--- src/hw/ssia_pkg.sv ---
// Summary of operation
// - Status word reached as two bytes
// - Writing one clears a set cause flag
// - Interrupt holds while any cause pending and global mask clear
// - Acknowledging a clear flag does nothing
// - Zero bits in acknowledge change nothing
// - Events latched, interrupt is a level
// - Several causes may be set together
// - Bit 15 set on command done
// - Optional bit 15 on bad transmit, first variant only
// - Bit 14 set on frame or header
// - Bit 13 on leaving active or entering idle
// - Bit 12 when receive unit leaves ready
// - Bit 11 on management done if enabled
// - Bit 10 is software requested cause
// - Bit 8 pause frame, later variants only
// - Bits 9, 1:0 reserved, read zero
// - Bits 7:6 give command unit state
// - Bits 5:2 give receive unit state
// - Unit state fields may lag commands
// - New event while asserted adds none
// - Global mask keeps interrupt pin off
package ssia_pkg;

    // ------------------------------------------------------------
    // Status word layout
    // ------------------------------------------------------------
    localparam int CAUSE_CMD_DONE  = 15;
    localparam int CAUSE_FRAME     = 14;
    localparam int CAUSE_CMD_INACT = 13;
    localparam int CAUSE_RX_NRDY   = 12;
    localparam int CAUSE_MGMT_DONE = 11;
    localparam int CAUSE_SW_REQ    = 10;
    localparam int CAUSE_RSVD      = 9;
    localparam int CAUSE_PAUSE     = 8;
    localparam int CAUSE_BYTE_LSB  = 8;
    localparam int CAUSE_BYTE_W    = 8;
    localparam int CMD_STATE_LSB   = 6;
    localparam int RCV_STATE_LSB   = 2;
    localparam logic [7:0]  CAUSE_RESET  = 8'h00;
    localparam logic [7:0]  CAUSE_IMPL   = 8'hFD; // Bit 9 reserved
    localparam logic [15:0] STATUS_RESET = 16'h0000;

    // ------------------------------------------------------------
    // Unit state encodings
    // ------------------------------------------------------------
    localparam logic [1:0] CMD_IDLE      = 2'h0;
    localparam logic [1:0] CMD_SUSPENDED = 2'h1;
    localparam logic [1:0] CMD_LOW_ACT   = 2'h2;
    localparam logic [1:0] CMD_HIGH_ACT  = 2'h3;
    localparam logic [3:0] RCV_IDLE      = 4'h0;
    localparam logic [3:0] RCV_SUSPENDED = 4'h1;
    localparam logic [3:0] RCV_NO_RES    = 4'h2;
    localparam logic [3:0] RCV_READY     = 4'h4;

    // Cause events from the units, one-cycle pulses
    typedef struct packed {
        logic cmd_done;
        logic tx_not_ok;
        logic frame_done;
        logic header_done;
        logic rx_abort;
        logic rx_no_res;
        logic rx_susp_fill;
        logic mgmt_done;
        logic pause_frame;
    } ssia_events_t;

    // Byte-lane register access
    typedef struct packed {
        logic       wr_hi;
        logic [7:0] wdata_hi;
    } ssia_ack_t;

endpackage

--- src/hw/ssia_status.sv ---
`timescale 1ns/1ps
// ----------------------------------------------------------------
// Status word with latched interrupt causes
// ----------------------------------------------------------------
module ssia_status
    import ssia_pkg::*;
#(
    parameter int GENERATION = 2
) (
    // Clock and reset
    input  wire logic         core_clk,
    input  wire logic         srst,
    // Acknowledge byte write
    input  wire ssia_ack_t    ack,
    // Cause events and unit states
    input  wire ssia_events_t ev,
    input  wire logic [1:0]   command_unit_state,
    input  wire logic [3:0]   receive_unit_state,
    input  wire logic         sw_irq_req,
    // Configuration
    input  wire logic         cfg_bad_tx_en,
    input  wire logic         cfg_idle_only,
    input  wire logic         cfg_header_mode,
    input  wire logic         mgmt_irq_en,
    input  wire logic         global_mask,
    // Status and interrupt
    output logic [15:0]       status_word,
    output logic              irq
);

    // ------------------------------------------------------------
    // Elaboration checks
    // ------------------------------------------------------------
    // First generation is the oldest variant
    if (GENERATION < 1) begin : g_bad_gen
        $error("GENERATION must be at least 1");
    end
    // Cause byte fills the upper half of the word
    if (CAUSE_BYTE_W + CAUSE_BYTE_LSB != 16) begin : g_bad_layout
        $error("cause byte does not fit the status word");
    end
    // Reserved cause position is never implemented
    if (CAUSE_IMPL[CAUSE_RSVD-CAUSE_BYTE_LSB]) begin : g_bad_rsvd
        $error("reserved cause position marked as implemented");
    end
    // Reset value holds only implemented causes
    if ((CAUSE_RESET & ~CAUSE_IMPL) != 8'h00) begin : g_bad_reset
        $error("cause reset value sets unimplemented bits");
    end
    // State fields sit side by side above the low zeros
    if ((CMD_STATE_LSB != RCV_STATE_LSB + 4)
        || (RCV_STATE_LSB != 2)) begin : g_bad_fields
        $error("unit state fields misplaced");
    end

    // ------------------------------------------------------------
    // Helper functions
    // ------------------------------------------------------------
    // Command unit is running one of its queues
    function automatic logic cmd_active(input logic [1:0] state);
        cmd_active = (state == CMD_LOW_ACT)
                     || (state == CMD_HIGH_ACT);
    endfunction

    // Command unit moved out of a running queue
    function automatic logic cmd_left_active(
        input logic [1:0] prev,
        input logic [1:0] now
    );
        cmd_left_active = cmd_active(prev) && !cmd_active(now);
    endfunction

    // Command unit arrived in idle from any other state
    function automatic logic cmd_entered_idle(
        input logic [1:0] prev,
        input logic [1:0] now
    );
        cmd_entered_idle = (prev != CMD_IDLE) && (now == CMD_IDLE);
    endfunction

    // Receive unit moved out of ready
    function automatic logic rcv_left_ready(
        input logic [3:0] prev,
        input logic [3:0] now
    );
        rcv_left_ready = (prev == RCV_READY) && (now != RCV_READY);
    endfunction

    // Ones in an accepted write select flags to clear
    function automatic logic [7:0] ack_mask(
        input logic       strobe,
        input logic [7:0] bits
    );
        ack_mask = strobe ? bits : 8'h00;
    endfunction

    // Next value of one flag; a new event beats a clear
    function automatic logic next_flag(
        input logic held,
        input logic clear,
        input logic set
    );
        next_flag = set || (held && !clear);
    endfunction

    // Whole status word from its three parts
    function automatic logic [15:0] pack_status(
        input logic [7:0] causes,
        input logic [1:0] cmd,
        input logic [3:0] rcv
    );
        pack_status = {causes, cmd, rcv, 2'h0};
    endfunction

    // ------------------------------------------------------------
    // Registers and named wires
    // ------------------------------------------------------------
    // Latched state
    logic [7:0]  cause_q;
    logic [1:0]  cmd_prev_q;
    logic [3:0]  rcv_prev_q;
    // Next values
    logic [7:0]  cause_d;
    logic [15:0] status_d;
    logic        irq_d;
    logic [7:0]  set_vec;
    logic [7:0]  ack_vec;
    // Command and receive transitions
    logic        cmd_left;
    logic        cmd_to_idle;
    logic        cmd_event;
    logic        rcv_left;
    logic        rcv_event;
    // Decoded events
    logic        done_hit;
    logic        bad_tx_hit;
    logic        frame_hit;
    logic        mgmt_hit;
    logic        soft_hit;
    logic        pause_hit;
    logic        any_pending;

    // Interrupt line state, one-hot
    typedef enum logic [1:0] {
        IRQ_QUIET  = 2'h1,
        IRQ_RAISED = 2'h2
    } ssia_irq_state_t;
    ssia_irq_state_t irq_state_q;
    ssia_irq_state_t irq_state_d;

    // ------------------------------------------------------------
    // Event decode
    // ------------------------------------------------------------
    // Command done, and failed transmit on the first variant only
    assign done_hit    = ev.cmd_done;
    assign bad_tx_hit  = (GENERATION == 1) && cfg_bad_tx_en
                         && ev.tx_not_ok;
    // Whole frame, or header alone in header mode
    assign frame_hit   = ev.frame_done
                         || (cfg_header_mode && ev.header_done);
    // Leaving a queue, or entering idle, as configured
    assign cmd_left    = cmd_left_active(cmd_prev_q, command_unit_state);
    assign cmd_to_idle = cmd_entered_idle(cmd_prev_q, command_unit_state);
    assign cmd_event   = cfg_idle_only ? cmd_to_idle : cmd_left;
    // Receive unit left ready, by state change or a reported reason
    assign rcv_left    = rcv_left_ready(rcv_prev_q, receive_unit_state);
    assign rcv_event   = rcv_left || ev.rx_abort || ev.rx_no_res
                         || ev.rx_susp_fill;
    // Management cycle done, only while enabled
    assign mgmt_hit    = ev.mgmt_done && mgmt_irq_en;
    // Software asks for a fresh service pass
    assign soft_hit    = sw_irq_req;
    // Pause frames exist from the second variant on
    assign pause_hit   = (GENERATION >= 2) && ev.pause_frame;

    // ------------------------------------------------------------
    // Cause set vector
    // ------------------------------------------------------------
    // Command done, or failed transmit where enabled
    assign set_vec[CAUSE_CMD_DONE-CAUSE_BYTE_LSB]  = done_hit || bad_tx_hit;

    // Frame or header received
    assign set_vec[CAUSE_FRAME-CAUSE_BYTE_LSB]     = frame_hit;

    // Command unit left active or entered idle
    assign set_vec[CAUSE_CMD_INACT-CAUSE_BYTE_LSB] = cmd_event;

    // Receive unit no longer ready
    assign set_vec[CAUSE_RX_NRDY-CAUSE_BYTE_LSB]   = rcv_event;

    // Management cycle finished
    assign set_vec[CAUSE_MGMT_DONE-CAUSE_BYTE_LSB] = mgmt_hit;

    // Software request
    assign set_vec[CAUSE_SW_REQ-CAUSE_BYTE_LSB]    = soft_hit;

    // Reserved position never sets
    assign set_vec[CAUSE_RSVD-CAUSE_BYTE_LSB]      = 1'b0;

    // Pause frame received
    assign set_vec[CAUSE_PAUSE-CAUSE_BYTE_LSB]     = pause_hit;

    // ------------------------------------------------------------
    // Acknowledge and next flags
    // ------------------------------------------------------------
    // Only ones clear; zeros and clear flags stay as they are
    assign ack_vec = ack_mask(ack.wr_hi, ack.wdata_hi);
    // Each flag on its own; set beats clear in one cycle
    for (genvar i = 0; i < CAUSE_BYTE_W; i++) begin : g_flag
        assign cause_d[i] = CAUSE_IMPL[i]
                            && next_flag(cause_q[i], ack_vec[i],
                                         set_vec[i]);
    end

    // ------------------------------------------------------------
    // Pending summary
    // ------------------------------------------------------------
    // Any latched cause asks for service
    assign any_pending = |cause_d;

    // ------------------------------------------------------------
    // Next status word
    // ------------------------------------------------------------
    // Upper byte causes, lower byte unit states as reported
    assign status_d = pack_status(cause_d, command_unit_state,
                                  receive_unit_state);
    // States pass through unfiltered; the only lag added here is the one output register cycle

    // ------------------------------------------------------------
    // Interrupt line state
    // ------------------------------------------------------------
    // Raised while pending and unmasked; new events add no pulse
    always_comb begin
        irq_state_d = IRQ_QUIET;
        case (irq_state_q)
            IRQ_QUIET: begin
                if (any_pending && !global_mask) begin
                    irq_state_d = IRQ_RAISED;
                end
            end
            IRQ_RAISED: begin
                if (any_pending && !global_mask) begin
                    irq_state_d = IRQ_RAISED;
                end
            end
            default: begin
                irq_state_d = IRQ_QUIET;
            end
        endcase
    end
    // Line is a level, not a pulse
    assign irq_d = (irq_state_d == IRQ_RAISED);

    // ------------------------------------------------------------
    // Registers
    // ------------------------------------------------------------
    // Latched causes
    always_ff @(posedge core_clk) begin
        if (srst) begin
            cause_q <= CAUSE_RESET;
        end else begin
            cause_q <= cause_d;
        end
    end

    // Previous command unit state
    always_ff @(posedge core_clk) begin
        if (srst) begin
            cmd_prev_q <= CMD_IDLE;
        end else begin
            cmd_prev_q <= command_unit_state;
        end
    end

    // Previous receive unit state
    always_ff @(posedge core_clk) begin
        if (srst) begin
            rcv_prev_q <= RCV_IDLE;
        end else begin
            rcv_prev_q <= receive_unit_state;
        end
    end

    // Interrupt line state
    always_ff @(posedge core_clk) begin
        if (srst) begin
            irq_state_q <= IRQ_QUIET;
        end else begin
            irq_state_q <= irq_state_d;
        end
    end

    // Status word output
    always_ff @(posedge core_clk) begin
        if (srst) begin
            status_word <= STATUS_RESET;
        end else begin
            status_word <= status_d;
        end
    end

    // Interrupt output
    always_ff @(posedge core_clk) begin
        if (srst) begin
            irq <= 1'b0;
        end else begin
            irq <= irq_d;
        end
    end

endmodule

--- config.mk ---
export PLATFORM = sky130hd
export DESIGN_NAME = ssia_status
export DESIGN_NICKNAME = d
export VERILOG_FILES = /design/src/hw/ssia_pkg.sv /design/src/hw/ssia_status.sv
export SDC_FILE = /design/constraint.sdc
export NUM_CORES = 1
export LEC_CHECK = 0
export ABC_AREA = 1
export BUFFER_PORTS_ARGS = -buffer_cell sky130_fd_sc_hd__buf_2
export CELL_PAD_IN_SITES_DETAIL_PLACEMENT = 0
export CELL_PAD_IN_SITES_GLOBAL_PLACEMENT = 1
export CORE_ASPECT_RATIO = 0.8
export CORE_MARGIN = 1.5
export CORE_UTILIZATION = 25
export CTS_CLUSTER_DIAMETER = 120
export CTS_CLUSTER_SIZE = 20
export DETAILED_ROUTE_END_ITERATION = 12
export PLACE_DENSITY_LB_ADDON = 0.1
export REMOVE_ABC_BUFFERS = 1
export SYNTH_ARGS = -nofsm -noshare
export SYNTH_HDL_FRONTEND = slang
export SYNTH_SLANG_ARGS = --single-unit
export TNS_END_PERCENT = 5
--- constraint.sdc ---
create_clock -name core_clk -period 1.6 [get_ports core_clk]
set_clock_uncertainty 0.15 [all_clocks]
set_input_delay 0.4 -clock core_clk [delete_from_list [all_inputs] [get_ports core_clk]]
set_output_delay 0.4 -clock core_clk [all_outputs]
set_load 0.03 [all_outputs]
==> metrics.md <==
| Metric | Value |
|---|---|
| CP Launch Type | `flip-flop` |
| Layout cells sized above 1 | `0.3358` |
| Power Total | `0.7923 mW` |
| Initial antenna violation count | `0` |
| Number of port buffers | `42` |
| Final HPWL DP | `1165 um` |
| WL/cell | `8.963 um` |
| Routed vias | `660` |
| Final std cells w/o fill | `162` |
| #FFs+latches synth | `15` |
| Placed cell count | `158` |
| Worst vdd ir | `0.0003137 V` |
| Initial core utilization | `0.2761` |
| Yosys warnings | `0` |
| TritonCTS clock tree | `yes` |
| Mapped cell area | `621.8 um^2` |
| WL final | `1452 um` |
| Ys async rst share | `0` |
| Critical path's slowest cell | `dfxtp_1` |
| Clock tree sinks | `15` |
| CP Class | `flip-flop to primary output` |
| Hold Buf Count CTS | `0` |
| Worst path buffer plus inverter count | `1` |
| Largest net degree at the start of global routing | `9` |
| Min cycle time layout | `1394 ps` |
| Num rows | `15` |
| PwrDens | `902.0 nW/um^2` |
| Tcrit/Tclk final | `0.8715` |
| First drt pass iteration count | `4` |
| Post-synth top cells | `nand2_1, nor2_1, inv_1` |
| Residual DRC | `0` |
| Required @ worst endpoint | `1050 ps` |
| H-tree depth | `1` |
| All-Layer GR Usage | `0.1092` |
| CTS resizes | `0` |
| Final setup violation count | `0` |
| Die X | `58.76 um` |
| CP Max Fanout | `3` |
| Yosys top cell area share | `0.4829` |
| Main combinational cell family by area after synthesis | `simple AND/OR/NAND/NOR gates` |
| Worst path top cell family by delay | `flip-flops` |
| Final nets | `170` |
| Post-CTS Setup Inserts | `0` |
| First-pass GRT wire length | `2111 um` |
| Vias per inst | `4.074` |
| Main area contributors after synthesis | `dfxtp_1, nand2_1, nor2_1` |
| Syn_area_per_cell | `6.759 um^2` |
| DRT iter0 DRCs | `24` |
| Vias in the first global route | `512` |
| Post-synthesis mux area share | `0` |
| Unrepaired setup endpoints after global routing | `false` |
| Skew-Pair Late Insertion Delay | `280 ps` |
| CP Cell Sequence | `buf_2` |
| CTS buffer count | `3` |
| Final ANT Viol Nets | `0` |
| Adder-cell share of the synthesized area | `0` |
| Leak | `0.5106 nW` |
| Die area | `2798 um^2` |
| Die Span Y | `47.61 um` |
| Clk buf depth | `2` |
| Critical Path End Type | `primary output` |
| Hold Path Class | `primary input to flip-flop` |
| EDFF count, synth | `0` |
| Inserted Diodes | `0` |
| Area grow syn2layout | `41.25%` |
| Post-synthesis xor/xnor area fraction | `0` |
| CP peak stage delay | `360 ps` |
| Max Fclk | `0.7172 GHz` |
| Count leader, synth | `nand2_1` |
| Overflow after GRT | `0` |
| Post-Synth Simple-Gate Area | `0.2877` |
| Cell count after synthesis | `92` |
| Sequential element share of the synthesized area | `0.4829` |
| Root buffer cell | `clkbuf_4` |
| Pins Over Slew Limit | `0` |
| Outcome | `finished, final reports clean` |
| Yosys cell types | `13` |
| Main synth FF type | `dfxtp_1` |
| Top cell type by total area after synthesis | `dfxtp_1` |
| Synth Area in Compound Gates | `0.08451` |
| Core Region | `2252 um^2` |
| Final Hold Fails | `0` |
| Boundary Pins | `49` |
| WP data arrival | `840 ps` |
| Clk slew on worst S/H paths | `90 ps` |
| Max-Cap Viols | `0` |
| Setup TNS | `0 ps` |
| Final GP Congestion | `0.7577` |
final cells by class:
class	count	area [um^2]
Fill cell	250	1374
Multi-Input combinational cell	59	242.7
Sequential cell	15	300.3
Tap cell	25	31.28
Inverter	16	60.06
Timing Repair Buffer	43	217.7
Clock buffer	4	26.28
logic make-up (layout without fill, tap and decap cells):
group                  after synthesis  in the layout
AND/OR/NAND/NOR                     46             46
other                                1              3
flip-flops                          15             15
AO/OA/AOI/OAI                       10             10
buffers and inverters               20             63
path summary, 6_finish.rpt:
kind | slack, ps | start | endpoint | depth (start not counted)
max | 210 | irq$_SDFF_PP0_ | irq | 1
min | 180 | receive_unit_state[3] | status_word[5]$_SDFF_PP0_ | 3
max reg2reg | 470 | cause_q[5]$_SDFF_PP0_ | irq$_SDFF_PP0_ | 5
min reg2reg | 340 | cause_q[2]$_SDFF_PP0_ | cause_q[2]$_SDFF_PP0_ | 2
stage by stage:
step / util / cell area [um^2] / hold WS, ps / setup WS, ps
2_1_floorplan: - / 603.1 / 319.1 / 407.9
3_3_place_gp: 0.3783 / 852.1 / 318.4 / 207.2
3_5_place_dp: 0.3783 / 852.1 / 324.8 / 197.3
4_1_cts: 0.3900 / 878.3 / 166.3 / 187.0
5_1_grt: 0.3900 / 878.3 / 154.5 / 149.0
6_report: 0.3900 / 878.3 / 176.3 / 205.7
where the power goes:
group | total, mW | switching (mW) | internal [mW]
logic | 0.168 | 0.107 | 0.0617
registers | 0.407 | 0.0109 | 0.397
clock network | 0.216 | 0.120 | 0.0968
total | 0.792 | 0.237 | 0.555
cell usage in the layout, fill, tap and decap left out:
cell and count:
conb_1 3, buf_4 1, nand4_1 1, inv_1 16, nand2_1 22, clkbuf_1 1
o21ai_1 1, and2_1 1, clkbuf_4 3, dfxtp_1 15, buf_2 42, a21oi_1 8
nand3_1 1, a21boi_0 1, nor2_1 21
per-layer routing:
layer	up-vias	share of wire	GRT usage
met5	-	0	0
met4	0	0.012	0.06818
met3	2	0.096	0.05135
met2	28	0.41	0.1733
met1	275	0.48	0.1218
li1	355	-	-
state kept, by name, indices dropped and copies added (netlist names):
signal	cells
irq	1
status_word	2
cause_q	7
irq_state_q	1
cmd_prev_q	1
rcv_prev_q	3
(Power assumes the default switching activity.)
